## src/hdl/alarm_wd_map.svh

```systemverilog
// Register indices, field positions, reset values and cycle counts of the alarm and watchdog block.
`ifndef ALARM_WD_MAP_SVH
`define ALARM_WD_MAP_SVH

`define IDX_CONTROL 6'h08
`define IDX_WD_CONTROL 6'h0a
`define IDX_A0_SECONDS 6'h0c
`define IDX_A0_MINUTES 6'h0d
`define IDX_A0_HOURS 6'h0e
`define IDX_A0_WEEKDAY 6'h0f
`define IDX_A0_DATE 6'h10
`define IDX_A0_MONTH 6'h11
`define IDX_A1_HUNDREDTHS 6'h12
`define IDX_A1_SECONDS 6'h13
`define IDX_A1_MINUTES 6'h14
`define IDX_A1_HOURS 6'h15
`define IDX_A1_WEEKDAY 6'h16
`define IDX_A1_DATE 6'h17

`define CTRL_FIRST_ALARM_ENABLE 4
`define CTRL_SECOND_ALARM_ENABLE 5
`define ALM_PIN_BIT 7
`define ALM_MASK_MSB 6
`define ALM_MASK_LSB 4
`define ALM_FLAG_BIT 3
`define WD_ENABLE_BIT 7
`define WD_FLAG_BIT 6
`define WD_DELAY_BIT 5
`define WD_PWS_BIT 4

`define MASK_SECONDS 3'h0
`define MASK_MINUTES 3'h1
`define MASK_HOURS 3'h2
`define MASK_WEEKDAY 3'h3
`define MASK_DATE 3'h4
`define MASK_HUNDREDTHS 3'h5
`define MASK_ALL 3'h7

`define RST_WEEKDAY_REG 8'h01
`define RST_DATE 6'h01
`define RST_MONTH 5'h01

`define WD_PERIOD_0 22'h000020
`define WD_PERIOD_1 22'h000200
`define WD_PERIOD_2 22'h000800
`define WD_PERIOD_3 22'h001000
`define WD_PERIOD_4 32768
`define WD_PERIOD_5 524288
`define WD_PERIOD_6 1048576
`define WD_PERIOD_7 2097152
`define WD_DELAY_CYCLES 2097152
`define WD_PULSE_SHORT 13'h0004
`define WD_PULSE_LONG 13'h1000

`endif

```

## src/hdl/alarm_wd_pkg.sv

```systemverilog
// Types shared by the alarm and watchdog block.
package alarm_wd_pkg;

    typedef struct packed {
        logic [7:0] hundredths;
        logic [6:0] seconds;
        logic [6:0] minutes;
        logic [6:0] hours;
        logic [2:0] weekday;
        logic [5:0] date;
        logic [4:0] month;
    } time_values_t;

    typedef struct packed {
        logic alarm_pin_select;
        logic [2:0] alarm_match_mask;
        logic alarm_flag;
        logic [2:0] weekday_value;
    } alarm_config_t;

    typedef enum logic [3:0] {
        WD_IDLE = 4'b0001,
        WD_DELAY = 4'b0010,
        WD_COUNT = 4'b0100,
        WD_HALT = 4'b1000
    } wd_state_t;

endpackage : alarm_wd_pkg

```

## src/hdl/alarm_match_and_watchdog.sv

```systemverilog
// Two calendar alarm comparators and a watchdog timer behind an APB register slave.
// How it works
// - Alarm pin-select bit 1 routes its flag to the watchdog pin, 0 to interrupt.
// - Three-bit mask picks seconds, minutes, hours, weekday, date, hundredths or all.
// - Hours compare includes the afternoon indicator in the format currently in effect.
// - Hundredths matching exists on the second alarm only; first alarm code reserved.
// - Full match includes month on the first alarm only.
// - A match sets the alarm flag, which stays set until software clears it.
// - Writing zero clears an alarm flag; writing one never sets it.
// - Alarm date is BCD: tens 0-3 in bits 5-4, ones in bits 3-0.
// - First alarm month is BCD: tens bit 4, ones in bits 3-0.
// - Upper unused bits of date and month registers read zero.
// - An alarm compares only while its enable bit in control is set.
// - The enabled watchdog counts oscillator cycles upward toward its period.
// - On time-out the watchdog flag sets and the watchdog pin pulses low.
// - Four-bit period select chooses 32 to 2097152 cycles; top-bit codes reserved.
// - With delay enabled, every restart or clear first waits the start-up delay.
// - The delay is 2097152 oscillator cycles; clearing delay-enable removes it.
// - After time-out the watchdog halts until software clears its flag.
// - Only oscillator ticks advance the watchdog; no ticks means no time-out.
// - Pulse-width bit gives 4096 cycles when set, 4 cycles when clear.
// - Running from backup supply clears the watchdog enable bit.
//
// Added by the designer: the APB register port.
`include "alarm_wd_map.svh"

module alarm_match_and_watchdog #(
    parameter int ADDR_W = 8,
    parameter int CNT_W = 22,
    parameter int PERIOD_4 = `WD_PERIOD_4,
    parameter int PERIOD_5 = `WD_PERIOD_5,
    parameter int PERIOD_6 = `WD_PERIOD_6,
    parameter int PERIOD_7 = `WD_PERIOD_7,
    parameter int DELAY_CYCLES = `WD_DELAY_CYCLES
) (
    input wire logic clk,
    input wire logic reset,
    input wire logic psel,
    input wire logic penable,
    input wire logic pwrite,
    input wire logic [ADDR_W-1:0] paddr,
    input wire logic [31:0] pwdata,
    output logic [31:0] prdata,
    output logic pready,
    output logic pslverr,
    input wire logic osc_tick,
    input wire logic time_update,
    input wire alarm_wd_pkg::time_values_t current_time,
    input wire logic on_backup,
    input wire logic watchdog_clear,
    output logic irq_n,
    output logic watchdog_out_n
);

    if (ADDR_W < 8 || CNT_W < 22 || CNT_W > 31 || DELAY_CYCLES < 1 || PERIOD_4 < 1
            || PERIOD_7 >= (1 << CNT_W) || DELAY_CYCLES >= (1 << CNT_W)) begin : g_check
        $error("alarm_match_and_watchdog: parameter out of range");
    end

    ////////////////////////////////////////////////////////////////////////////////////
    // Register storage.
    alarm_wd_pkg::alarm_config_t alarm_cfg [2];
    logic [6:0] alarm_seconds [2];
    logic [6:0] alarm_minutes [2];
    logic [5:0] alarm_hours [2];
    logic [5:0] alarm_date [2];
    logic [4:0] alarm0_month;
    logic [7:0] alarm1_hundredths;
    logic [7:0] shared_control;
    logic [7:0] wd_control;
    logic [1:0] alarm_enable;
    logic [1:0] match;
    logic [1:0] prev_match;
    logic [1:0] alarm_set;
    logic [5:0] idx;
    logic access;
    logic wr;
    logic [31:0] rd_data;
    logic rd_hit;
    alarm_wd_pkg::wd_state_t wd_state;
    logic [CNT_W-1:0] wd_count;
    logic [CNT_W-1:0] wd_period;
    logic wd_expire;
    logic [12:0] pulse_left;

    localparam logic [5:0] SEC_IDX [2] = '{`IDX_A0_SECONDS, `IDX_A1_SECONDS};
    localparam logic [5:0] MIN_IDX [2] = '{`IDX_A0_MINUTES, `IDX_A1_MINUTES};
    localparam logic [5:0] HOUR_IDX [2] = '{`IDX_A0_HOURS, `IDX_A1_HOURS};
    localparam logic [5:0] WK_IDX [2] = '{`IDX_A0_WEEKDAY, `IDX_A1_WEEKDAY};
    localparam logic [5:0] DATE_IDX [2] = '{`IDX_A0_DATE, `IDX_A1_DATE};

    assign idx = paddr[7:2];
    assign access = psel & penable;
    assign wr = access & pready & pwrite;
    assign alarm_enable = {shared_control[`CTRL_SECOND_ALARM_ENABLE],
                           shared_control[`CTRL_FIRST_ALARM_ENABLE]};

    ////////////////////////////////////////////////////////////////////////////////////
    // APB answer: one wait state, then ready with data and error for one cycle.
    always_ff @(posedge clk) begin
        if (reset) begin
            pready <= 1'b0;
            prdata <= 32'h0000_0000;
            pslverr <= 1'b0;
        end else begin
            pready <= access & ~pready;
            prdata <= (access & ~pready & ~pwrite & rd_hit) ? rd_data : 32'h0000_0000;
            pslverr <= access & ~pready & ~rd_hit;
        end
    end

    always_comb begin
        rd_data = 32'h0000_0000;
        rd_hit = (paddr[1:0] == 2'b00) && ((paddr >> 8) == '0);
        if (idx == `IDX_CONTROL) begin
            rd_data[7:0] = shared_control;
        end else if (idx == `IDX_WD_CONTROL) begin
            rd_data[7:0] = wd_control;
        end else if (idx == `IDX_A0_SECONDS || idx == `IDX_A1_SECONDS) begin
            rd_data[6:0] = alarm_seconds[idx == `IDX_A1_SECONDS];
        end else if (idx == `IDX_A0_MINUTES || idx == `IDX_A1_MINUTES) begin
            rd_data[6:0] = alarm_minutes[idx == `IDX_A1_MINUTES];
        end else if (idx == `IDX_A0_HOURS || idx == `IDX_A1_HOURS) begin
            rd_data[7:0] = {1'b0, current_time.hours[6], alarm_hours[idx == `IDX_A1_HOURS]};
        end else if (idx == `IDX_A0_WEEKDAY || idx == `IDX_A1_WEEKDAY) begin
            rd_data[7:0] = alarm_cfg[idx == `IDX_A1_WEEKDAY];
        end else if (idx == `IDX_A0_DATE || idx == `IDX_A1_DATE) begin
            rd_data[5:0] = alarm_date[idx == `IDX_A1_DATE];
        end else if (idx == `IDX_A0_MONTH) begin
            rd_data[4:0] = alarm0_month;
        end else if (idx == `IDX_A1_HUNDREDTHS) begin
            rd_data[7:0] = alarm1_hundredths;
        end else begin
            rd_hit = 1'b0;
        end
    end

    ////////////////////////////////////////////////////////////////////////////////////
    // Alarm match values.
    always_ff @(posedge clk) begin
        if (reset) begin
            for (int i = 0; i < 2; i++) begin
                alarm_seconds[i] <= 7'h00;
                alarm_minutes[i] <= 7'h00;
                alarm_hours[i] <= 6'h00;
                alarm_date[i] <= `RST_DATE;
            end
            alarm0_month <= `RST_MONTH;
            alarm1_hundredths <= 8'h00;
        end else if (wr) begin
            for (int i = 0; i < 2; i++) begin
                if (idx == SEC_IDX[i]) begin
                    alarm_seconds[i] <= pwdata[6:0];
                end
                if (idx == MIN_IDX[i]) begin
                    alarm_minutes[i] <= pwdata[6:0];
                end
                if (idx == HOUR_IDX[i]) begin
                    alarm_hours[i] <= pwdata[5:0];
                end
                if (idx == DATE_IDX[i]) begin
                    alarm_date[i] <= pwdata[5:0];
                end
            end
            // BCD month tens bit and ones
            if (idx == `IDX_A0_MONTH) begin
                alarm0_month <= pwdata[4:0];
            end
            if (idx == `IDX_A1_HUNDREDTHS) begin
                alarm1_hundredths <= pwdata[7:0];
            end
        end
    end

    ////////////////////////////////////////////////////////////////////////////////////
    // Alarm configuration and sticky flags; a hardware set wins over a software clear.
    always_ff @(posedge clk) begin
        if (reset) begin
            for (int i = 0; i < 2; i++) begin
                alarm_cfg[i] <= `RST_WEEKDAY_REG;
            end
        end else begin
            for (int i = 0; i < 2; i++) begin
                if (wr && idx == WK_IDX[i]) begin
                    alarm_cfg[i].alarm_pin_select <= pwdata[`ALM_PIN_BIT];
                    alarm_cfg[i].alarm_match_mask <= pwdata[`ALM_MASK_MSB:`ALM_MASK_LSB];
                    alarm_cfg[i].weekday_value <= pwdata[2:0];
                    alarm_cfg[i].alarm_flag <= alarm_set[i]
                        | (alarm_cfg[i].alarm_flag & pwdata[`ALM_FLAG_BIT]);
                end else if (alarm_set[i]) begin
                    alarm_cfg[i].alarm_flag <= 1'b1;
                end
            end
        end
    end

    always_ff @(posedge clk) begin
        if (reset) begin
            shared_control <= 8'h00;
        end else if (wr && idx == `IDX_CONTROL) begin
            shared_control <= pwdata[7:0];
        end
    end

    ////////////////////////////////////////////////////////////////////////////////////
    // Per-alarm comparators.
    for (genvar g = 0; g < 2; g++) begin : g_alarm
        logic hit;
        logic month_ok;
        logic hsec_ok;
        always_comb begin
            // month only on the first alarm
            month_ok = (g == 0) ? (current_time.month == alarm0_month) : 1'b1;
            // hundredths only on the second alarm
            hsec_ok = (g == 1) && (current_time.hundredths == alarm1_hundredths);
            case (alarm_cfg[g].alarm_match_mask)
                `MASK_SECONDS: hit = current_time.seconds == alarm_seconds[g];
                `MASK_MINUTES: hit = current_time.minutes == alarm_minutes[g];
                // afternoon indicator and tens compared together
                `MASK_HOURS: hit = current_time.hours[5:0] == alarm_hours[g];
                `MASK_WEEKDAY: hit = current_time.weekday == alarm_cfg[g].weekday_value;
                `MASK_DATE: hit = current_time.date == alarm_date[g];
                `MASK_HUNDREDTHS: hit = hsec_ok;
                `MASK_ALL: hit = (current_time.seconds == alarm_seconds[g])
                    && (current_time.minutes == alarm_minutes[g])
                    && (current_time.hours[5:0] == alarm_hours[g])
                    && (current_time.weekday == alarm_cfg[g].weekday_value)
                    && (current_time.date == alarm_date[g]) && month_ok;
                default: hit = 1'b0;
            endcase
        end
        assign match[g] = hit;
        // set once on the update where the match begins
        assign alarm_set[g] = alarm_enable[g] & time_update & hit & ~prev_match[g];
    end

    always_ff @(posedge clk) begin
        if (reset) begin
            prev_match <= 2'b00;
        end else if (time_update) begin
            prev_match <= match;
        end
    end

    ////////////////////////////////////////////////////////////////////////////////////
    // Watchdog control register.
    always_ff @(posedge clk) begin
        if (reset) begin
            wd_control <= 8'h00;
        end else begin
            if (wr && idx == `IDX_WD_CONTROL) begin
                wd_control <= pwdata[7:0];
                wd_control[`WD_FLAG_BIT] <= wd_expire
                    | (wd_control[`WD_FLAG_BIT] & pwdata[`WD_FLAG_BIT]);
            end else if (wd_expire) begin
                wd_control[`WD_FLAG_BIT] <= 1'b1;
            end
            if (on_backup) begin
                wd_control[`WD_ENABLE_BIT] <= 1'b0;
            end
        end
    end

    // period lookup, reserved codes take the longest period
    always_comb begin
        case (wd_control[3:0])
            4'h0: wd_period = CNT_W'(`WD_PERIOD_0);
            4'h1: wd_period = CNT_W'(`WD_PERIOD_1);
            4'h2: wd_period = CNT_W'(`WD_PERIOD_2);
            4'h3: wd_period = CNT_W'(`WD_PERIOD_3);
            4'h4: wd_period = CNT_W'(PERIOD_4);
            4'h5: wd_period = CNT_W'(PERIOD_5);
            4'h6: wd_period = CNT_W'(PERIOD_6);
            default: wd_period = CNT_W'(PERIOD_7);
        endcase
    end

    // expiry only on an oscillator tick
    assign wd_expire = (wd_state == alarm_wd_pkg::WD_COUNT) && osc_tick && !watchdog_clear
        && (wd_count == wd_period - CNT_W'(1));

    ////////////////////////////////////////////////////////////////////////////////////
    // Watchdog sequencer.
    always_ff @(posedge clk) begin
        if (reset) begin
            wd_state <= alarm_wd_pkg::WD_IDLE;
            wd_count <= '0;
        end else if (!wd_control[`WD_ENABLE_BIT]) begin
            // disable returns count and delay to zero
            wd_state <= alarm_wd_pkg::WD_IDLE;
            wd_count <= '0;
        end else begin
            case (wd_state)
                alarm_wd_pkg::WD_IDLE: begin
                    wd_count <= '0;
                    wd_state <= wd_control[`WD_DELAY_BIT] ? alarm_wd_pkg::WD_DELAY
                                                          : alarm_wd_pkg::WD_COUNT;
                end
                alarm_wd_pkg::WD_DELAY: begin
                    if (watchdog_clear) begin
                        wd_count <= '0;
                    end else if (!wd_control[`WD_DELAY_BIT]) begin
                        wd_count <= '0;
                        wd_state <= alarm_wd_pkg::WD_COUNT;
                    end else if (osc_tick) begin
                        if (wd_count == CNT_W'(DELAY_CYCLES - 1)) begin
                            wd_count <= '0;
                            wd_state <= alarm_wd_pkg::WD_COUNT;
                        end else begin
                            wd_count <= wd_count + CNT_W'(1);
                        end
                    end
                end
                alarm_wd_pkg::WD_COUNT: begin
                    if (watchdog_clear) begin
                        wd_count <= '0;
                        wd_state <= wd_control[`WD_DELAY_BIT] ? alarm_wd_pkg::WD_DELAY
                                                              : alarm_wd_pkg::WD_COUNT;
                    end else if (wd_expire) begin
                        wd_count <= '0;
                        wd_state <= alarm_wd_pkg::WD_HALT;
                    end else if (osc_tick) begin
                        wd_count <= wd_count + CNT_W'(1);
                    end
                end
                alarm_wd_pkg::WD_HALT: begin
                    // restart only once the flag is cleared
                    if (!wd_control[`WD_FLAG_BIT]) begin
                        wd_state <= alarm_wd_pkg::WD_IDLE;
                    end
                end
                default: begin
                    wd_state <= alarm_wd_pkg::WD_IDLE;
                    wd_count <= '0;
                end
            endcase
        end
    end

    ////////////////////////////////////////////////////////////////////////////////////
    // Watchdog pulse width, counted in oscillator cycles.
    always_ff @(posedge clk) begin
        if (reset) begin
            pulse_left <= 13'h0000;
        end else if (wd_expire) begin
            pulse_left <= wd_control[`WD_PWS_BIT] ? `WD_PULSE_LONG : `WD_PULSE_SHORT;
        end else if (osc_tick && pulse_left != 13'h0000) begin
            pulse_left <= pulse_left - 13'h0001;
        end
    end

    ////////////////////////////////////////////////////////////////////////////////////
    // Output pins, both active low.
    always_ff @(posedge clk) begin
        if (reset) begin
            irq_n <= 1'b1;
            watchdog_out_n <= 1'b1;
        end else begin
            // route each alarm flag by its pin-select bit
            irq_n <= ~((alarm_cfg[0].alarm_flag & ~alarm_cfg[0].alarm_pin_select)
                     | (alarm_cfg[1].alarm_flag & ~alarm_cfg[1].alarm_pin_select));
            // time-out pulse drives the watchdog pin low
            watchdog_out_n <= ~((pulse_left != 13'h0000)
                     | (alarm_cfg[0].alarm_flag & alarm_cfg[0].alarm_pin_select)
                     | (alarm_cfg[1].alarm_flag & alarm_cfg[1].alarm_pin_select));
        end
    end

endmodule : alarm_match_and_watchdog

```

## config.mk

```make
export PLATFORM = sky130hd
export DESIGN_NAME = alarm_match_and_watchdog
export DESIGN_NICKNAME = d
export VERILOG_FILES = /design/src/hdl/alarm_wd_pkg.sv /design/src/hdl/alarm_match_and_watchdog.sv
export VERILOG_INCLUDE_DIRS = /design/src /design/src/hdl
export SDC_FILE = /design/constraint.sdc
export NUM_CORES = 1
export LEC_CHECK = 0
export BUFFER_PORTS_ARGS = -buffer_cell sky130_fd_sc_hd__buf_4
export CAP_MARGIN = 25
export CELL_PAD_IN_SITES_DETAIL_PLACEMENT = 1
export CELL_PAD_IN_SITES_GLOBAL_PLACEMENT = 1
export CORE_MARGIN = 5
export CORE_UTILIZATION = 44
export DETAILED_ROUTE_END_ITERATION = 16
export PLACE_DENSITY_LB_ADDON = 0.05
export SLEW_MARGIN = 10
export SYNTH_ARGS = -nofsm -noshare
export SYNTH_HDL_FRONTEND = slang
export SYNTH_SLANG_ARGS = --single-unit
```

## constraint.sdc

```tcl
create_clock -name clk -period 3.1 [get_ports clk]
set_input_delay 0 -clock clk [delete_from_list [all_inputs] [get_ports clk]]
set_output_delay 0 -clock clk [all_outputs]
set_load 0.02 [all_outputs]
```

==> impl_metrics.ini, run 1 <==
[clock_tree]
cts-root-buf = clkbuf_16
clockBufferDepth = 2
cts.htree.levels = 4
worst_skew_pair.late_latency_ns = 0.43
clk_pin_slew_ns = 0.06
cts-buffers-inserted = 17
cts_tree = yes
post-cts-setup-buffers = 0
cts.sinks = 150

[yosys]
postSynth.asyncResetShare_pct = 0
synth_edf_count = 68
ys_ff_latch = 150
ys_warn_count = 0
avgSynthCellArea_um2 = 9.58
synth-seq-area-share_pct = 44.8
synth_area_leaders = edfxtp_1 (25%), dfxtp_1 (20%), xnor2_1 (5.5%)
synth_area_leader_cell = edfxtp_1
synth.cell_area_mm2 = 0.00822
synthCells = 858
synth_top_area_share_pct = 24.8
synthDistinctLibCells = 81
ys.flop_type = dfxtp_1

[sta]
fin_skew_ns = 0.0153
period_share_pct = 96.5
finalCriticalPeriod_ns = 2.99
setup_viol = 0
worst_pin_slew_ns = 0.792
slew_viol_final = 0
relSlewSlack_pct = 47.0
final-hold-violation-count = 0
holdWs_ns = 0.0363
max_freq_ghz = 0.334

[grt]
grt_max_degree = 54
grt_pass1_wl_mm = 42.0
grt_pass1_vias = 7394
grt_util_all_layers_pct = 25.0
overflow = 0
antenna_found_initial = 1

[critical_path]
reg2reg_to = pulse_left[2]
critPathKind = reg -> reg
worst_path_dominant_cell_family = simple AND/OR/NAND/NOR gates
crit_slowest_cell = or4_4
crit_end = pulse_left[2]
ff2ff_path_depth = 9
path_cells = or4_4 -> ha_1 -> nor2b_1 -> and3b_1 -> nor4b_1 -> nor3b_2 -> nand3_1 -> buf_4 -> a211oi_1
crit_buf_inv = 1
start_kind = register
startpoint = wd_control[0]
r2r_start = wd_control[0]
cp-end-kind = register
critPathMaxStageDelay_ns = 0.55
reg2reg_setup_slack_ns = 0.11
crit_path_max_fanout = 6
required_ns = 3.43
worst-path-stages = 9
crit_arrival_ns = 3.32

[route]
drtAntennaViolNets = 0
first_pass_iters = 5
wl_per_cell_um = 22.7
drtIter0Drc = 543
vias_per_cell = 5.93
drt-total-wl_mm = 27.2
vias = 7124
drc = 0

[power_and_ir_drop]
powerDensity_mw_per_mm2 = 517
p_total_mw = 5.03
power.leakage_nw = 3.55
ir_worst_vdd_v = 0.000392

[floorplan]
rows = 50
die_w_um = 147
start_util_pct = 44.2
core_mm2 = 0.0186
io_pins = 128
die_h_um = 147
dieArea_mm2 = 0.0215

[placement]
dp_hpwl_mm = 20.3
routabilityCongestion = 0.956
portBuffers = 79

[cells_and_area]
multi_input_area_mm2 = 0.00424
antenna_cells = 0
final_nets = 1050
fillers = 2111
seq_area_mm2 = 0.00368
syn_to_final_growth_pct = 18.2
final_layout_size_suffix_gt1_share_pct = 17.1

[status]
status = complete, no violations

[run]
maxCapViolations = 0

[hold_path]
hold_class = in -> reg
hp-start = watchdog_clear
hold-path-cell-count = 5
[placed cells by master (no fill, tap or decap), types with 7 or more instances in the layout]
cell type / Yosys / final
a31oi_1: 10 / 10
buf_4: 24 / 99
conb_1: 1 / 24
inv_1: 13 / 13
mux2i_1: 9 / 9
dfxtp_1: 82 / 82
o21a_1: 7 / 7
nor2b_1: 16 / 16
xnor2_1: 52 / 52
nor2_1: 59 / 59
clkbuf_16: 0 / 17
a21oi_1: 45 / 45
and3_1: 17 / 17
edfxtp_1: 68 / 68
nand2b_1: 14 / 13
nor4_1: 9 / 9
nor3_1: 22 / 22
nand2_1: 78 / 78
a221oi_1: 10 / 10
a21o_1: 11 / 11
xor2_1: 50 / 50
o21ai_0: 20 / 20
nor2_2: 10 / 10
and2_1: 24 / 24
a22oi_1: 12 / 12
nand4_1: 17 / 17
dlygate4sd3_1: 0 / 17
nand3_1: 34 / 34
[cell usage after synthesis (3+ instances only)]
| library cell | n |
|---|---|
| nand3b_1 | 4 |
| inv_1 | 13 |
| and4_1 | 6 |
| a22o_1 | 6 |
| buf_1 | 4 |
| and2_1 | 24 |
| nand4_1 | 17 |
| a21oi_1 | 45 |
| nor2_1 | 59 |
| edfxtp_1 | 68 |
| nor2b_1 | 16 |
| nor3b_1 | 4 |
| ha_1 | 3 |
| o22ai_1 | 6 |
| or3_1 | 5 |
| nor4b_1 | 4 |
| dfxtp_1 | 82 |
| buf_4 | 24 |
| or2_2 | 3 |
| nand3_1 | 34 |
| o21ai_0 | 20 |
| o221ai_1 | 3 |
| nor3_1 | 22 |
| mux2i_1 | 9 |
| clkbuf_1 | 28 |
| nand4b_1 | 3 |
| nor2_2 | 10 |
| nor4_1 | 9 |
| nand2b_1 | 14 |
| or4_1 | 3 |
| o31ai_1 | 3 |
| nor3_2 | 3 |
| xnor2_1 | 52 |
| a22oi_1 | 12 |
| a221oi_1 | 10 |
| buf_2 | 3 |
| a31oi_1 | 10 |
| nand2_1 | 78 |
| o22a_1 | 4 |
| and3_1 | 17 |
| xor2_1 | 50 |
| a21o_1 | 11 |
| a222oi_1 | 4 |
| o21a_1 | 7 |
[worst min-delay path, cell delays in order]
cell and delay [ns]:
buf_4 0.11, or3_4 0.13, nor2_1 0.06, nand2_1 0.06, a21oi_1 0.06
[how the worst min path moves through the flow]
stage,to,slack [ns]
2_1_floorplan,wd_control[7],0.08
3_3_place_gp,wd_control[7],0.18
3_5_place_dp,wd_control[7],0.19
4_1_cts,wd_state[2],0.03
5_1_grt,prdata[6],0.05
6_report,wd_state[2],0.04
[routing by layer]
layer,GRT usage [%],share of wire [%]
met4,7.67,1.6
met2,40.8,47
met3,4.90,5.9
met1,33.7,45
met5,0,0.048
[cell type report]
cell class	count	share of cell area, %
clock buffers	20	4.60
clock inverters	12	0.798
inverters	13	0.502
multi-input cells	656	43.6
flip-flops and latches	150	37.9
well taps	234	3.01
repair buffers	117	9.60
[state kept, by name, indices dropped and copies added, names as in the netlist]
name and count:
wd_count 22, alarm_cfg 16, alarm_minutes 14, alarm_seconds 14, pulse_left 13, alarm_date 12, alarm_hours 12, alarm1_hundredths 8
prdata 8, shared_control 8, wd_control 8, alarm0_month 5, wd_state 4, prev_match 2, irq_n 1, pready 1
pslverr 1, watchdog_out_n 1
[timing repair]
item                                    CTS  global route
hold buffers                             17             0
endpoints found under the hold margin    41             0
gates resized for setup                   0             2
endpoints found under the setup margin    0            30
[kinds of logic (layout without fill, tap and decap cells)]
| family | Yosys count | in the layout | share of synthesized area, % |
|---|---|---|---|
| buffers and inverters | 75 | 162 | 4.81 |
| muxes | 13 | 13 | 1.92 |
| AOI/OAI and AO/OA | 165 | 165 | 14.0 |
| and+or+nand+nor | 349 | 349 | 23.1 |
| adders and majority gates | 3 | 3 | 0.457 |
| DFF | 150 | 150 | 44.8 |
| other | 1 | 24 | 0.0456 |
| xor gates and xnor gates | 102 | 102 | 10.9 |
[report_power, final]
part,leakage (nW),total [mW],switching [mW],internal [mW]
clock,0.262,1.91,0.865,1.04
combinational,1.92,0.842,0.475,0.367
sequential,1.36,2.28,0.108,2.17
total,3.55,5.03,1.45,3.58
[stage by stage]
stage                     utilization (%)  cells  TNS (ns)  worst slack (ns)  cell area [um^2]
final                                52.3   1202         0             0.109              9720
after CTS                            52.3   1202         0            0.0817              9710
after global placement               48.5   1153         0             0.262              9020
after floorplan                         -    881         0             0.304              8310
after detailed placement             48.5   1153         0             0.113              9020
after global routing                 52.3   1202   -0.0222           -0.0222              9720
Power figures use the tool's default switching activity.
==> run 2, diff against run 1 <==
Settings changed: RECOVER_POWER from default to 50.
==> impl_metrics.ini, run 2 (synthesized netlist as in run 1, its figures left out) <==
[critical_path]
crit_buf_inv = 1
worst-path-stages = 9
critPathKind = reg -> reg
crit_path_max_fanout = 6
worst_path_dominant_cell_family = simple AND/OR/NAND/NOR gates
crit_slowest_cell = or4_4
path_cells = or4_4 -> ha_1 -> nor2b_1 -> and3b_1 -> nor4b_1 -> nor3b_2 -> nand3_1 -> buf_4 -> a211oi_1
critPathMaxStageDelay_ns = 0.55
start_kind = register
reg2reg_setup_slack_ns = 0.11
r2r_start = wd_control[0]
crit_end = pulse_left[2]
reg2reg_to = pulse_left[2]
required_ns = 3.43
crit_arrival_ns = 3.32
startpoint = wd_control[0]
cp-end-kind = register
ff2ff_path_depth = 9

[clock_tree]
post-cts-setup-buffers = 0
worst_skew_pair.late_latency_ns = 0.43
cts-root-buf = clkbuf_16
clk_pin_slew_ns = 0.06
cts.sinks = 150
cts-buffers-inserted = 17
cts_tree = yes
cts.htree.levels = 4
clockBufferDepth = 2

[status]
status = complete, no violations

[route]
drc = 0
vias = 7118
vias_per_cell = 5.92
drtIter0Drc = 526
wl_per_cell_um = 22.7
drtAntennaViolNets = 0
drt-total-wl_mm = 27.3
first_pass_iters = 5

[placement]
routabilityCongestion = 0.956
dp_hpwl_mm = 20.3
portBuffers = 79

[sta]
fin_skew_ns = 0.0153
finalCriticalPeriod_ns = 2.99
max_freq_ghz = 0.334
finalSetupTns_ns = 0
worst_pin_slew_ns = 1.24
slew_viol_final = 0
final-hold-violation-count = 0
relSlewSlack_pct = 17.1
period_share_pct = 96.5
setup_viol = 0

[cells_and_area]
top_register = wd_count
final_nets = 1050
reg_top3 = wd_count: 22 flops, alarm_cfg: 16 flops
final_core_util_pct = 51.9
final_layout_size_suffix_gt1_share_pct = 15.2
layout_common_cells = dfxtp_1 (82), buf_4 (80), nand2_1 (78), edfxtp_1 (68), nor2_1 (59)
syn_to_final_growth_pct = 17.4
layout_commonest_cell = dfxtp_1
largest_reg_flops = 22

[power_and_ir_drop]
powerDensity_mw_per_mm2 = 520
power.leakage_nw = 3.46
ir_worst_vdd_v = 0.000391
p_total_mw = 5.02

[grt]
grt_pass1_wl_mm = 42.0
grt_max_degree = 54
grt_pass1_vias = 7394
overflow = 0
grt_util_all_layers_pct = 25.0
antenna_found_initial = 1

[floorplan]
rows = 50
core_mm2 = 0.0186
io_pins = 128
start_util_pct = 44.2
die_h_um = 147
die_w_um = 147
dieArea_mm2 = 0.0215

[hold_path]
hold-path-cell-count = 5
hold_class = in -> reg

[run]
maxCapViolations = 0
==> run 2: cell types whose count changed in the layout (fill, tap and decap cells not counted), sizes merged <==
| cell | before | now |
|---|---|---|
| clkbuf | 20 | 39 |
| buf | 100 | 81 |
| diode | 0 | 1 |
==> run 2: worst min-delay path by stage <==
stage	start	slack, ns	to
2_1_floorplan	on_backup	0.08	wd_control[7]
3_3_place_gp	on_backup	0.18	wd_control[7]
3_5_place_dp	on_backup	0.19	wd_control[7]
4_1_cts	watchdog_clear	0.03	wd_state[2]
5_1_grt	paddr[3]	0.05	prdata[0]
6_report	watchdog_clear	0.04	wd_state[2]
==> run 2: report_power, final <==
part	total, mW	switching (mW)	leakage [nW]	internal, mW
Clock	1.91	0.865	0.262	1.04
Combinational	0.834	0.474	1.84	0.360
Sequential	2.28	0.107	1.36	2.17
==> run 2: layout make-up <==
cell class                      instances  area [um^2]
Timing Repair Buffer                  117          862
Tap cell                              234          293
Antenna cell                            1         2.50
Clock buffer                           20          447
Sequential cell                       150         3680
Inverter                               13         48.8
Multi-Input combinational cell        656         4240
Fill cell                            2120         8930
Clock inverter                         12         77.6
==> run 2: what timing repair did <==
item                                    4_1_cts  5_1_grt
endpoints found under the setup margin        0       30
hold endpoints to repair                     41        0
gates resized for setup                       0        2
hold buffers                                 17        0
==> run 2: per-stage QoR <==
step / std cells / hold WS, ns / setup slack [ns] / instance area (um^2)
floorplan: 881 / 0.0768 / 0.304 / 8310
global placement: 1153 / 0.179 / 0.262 / 9020
detailed placement: 1153 / 0.191 / 0.113 / 9020
CTS: 1202 / 0.0310 / 0.0817 / 9710
global route: 1202 / 0.0505 / -0.0222 / 9650
finish: 1203 / 0.0377 / 0.109 / 9650
==> run 2: tightest hold or removal path, delay by kind of cell <==
family                 cells  cell delay, ns
AOI/OAI and AO/OA          1            0.06
buffers and inverters      1            0.11
and+or+nand+nor            3            0.25
==> run 2: per-layer routing <==
layer | share of wire, % | wire length (um) | up-vias | track usage, %
met5 | 0.048 | 13 | - | 0
met2 | 47 | 12800 | 266 | 40.8
met4 | 1.9 | 528 | 2 | 7.67
met3 | 6.5 | 1760 | 45 | 4.90
li1 | - | - | 3269 | -
met1 | 45 | 12200 | 3536 | 33.7
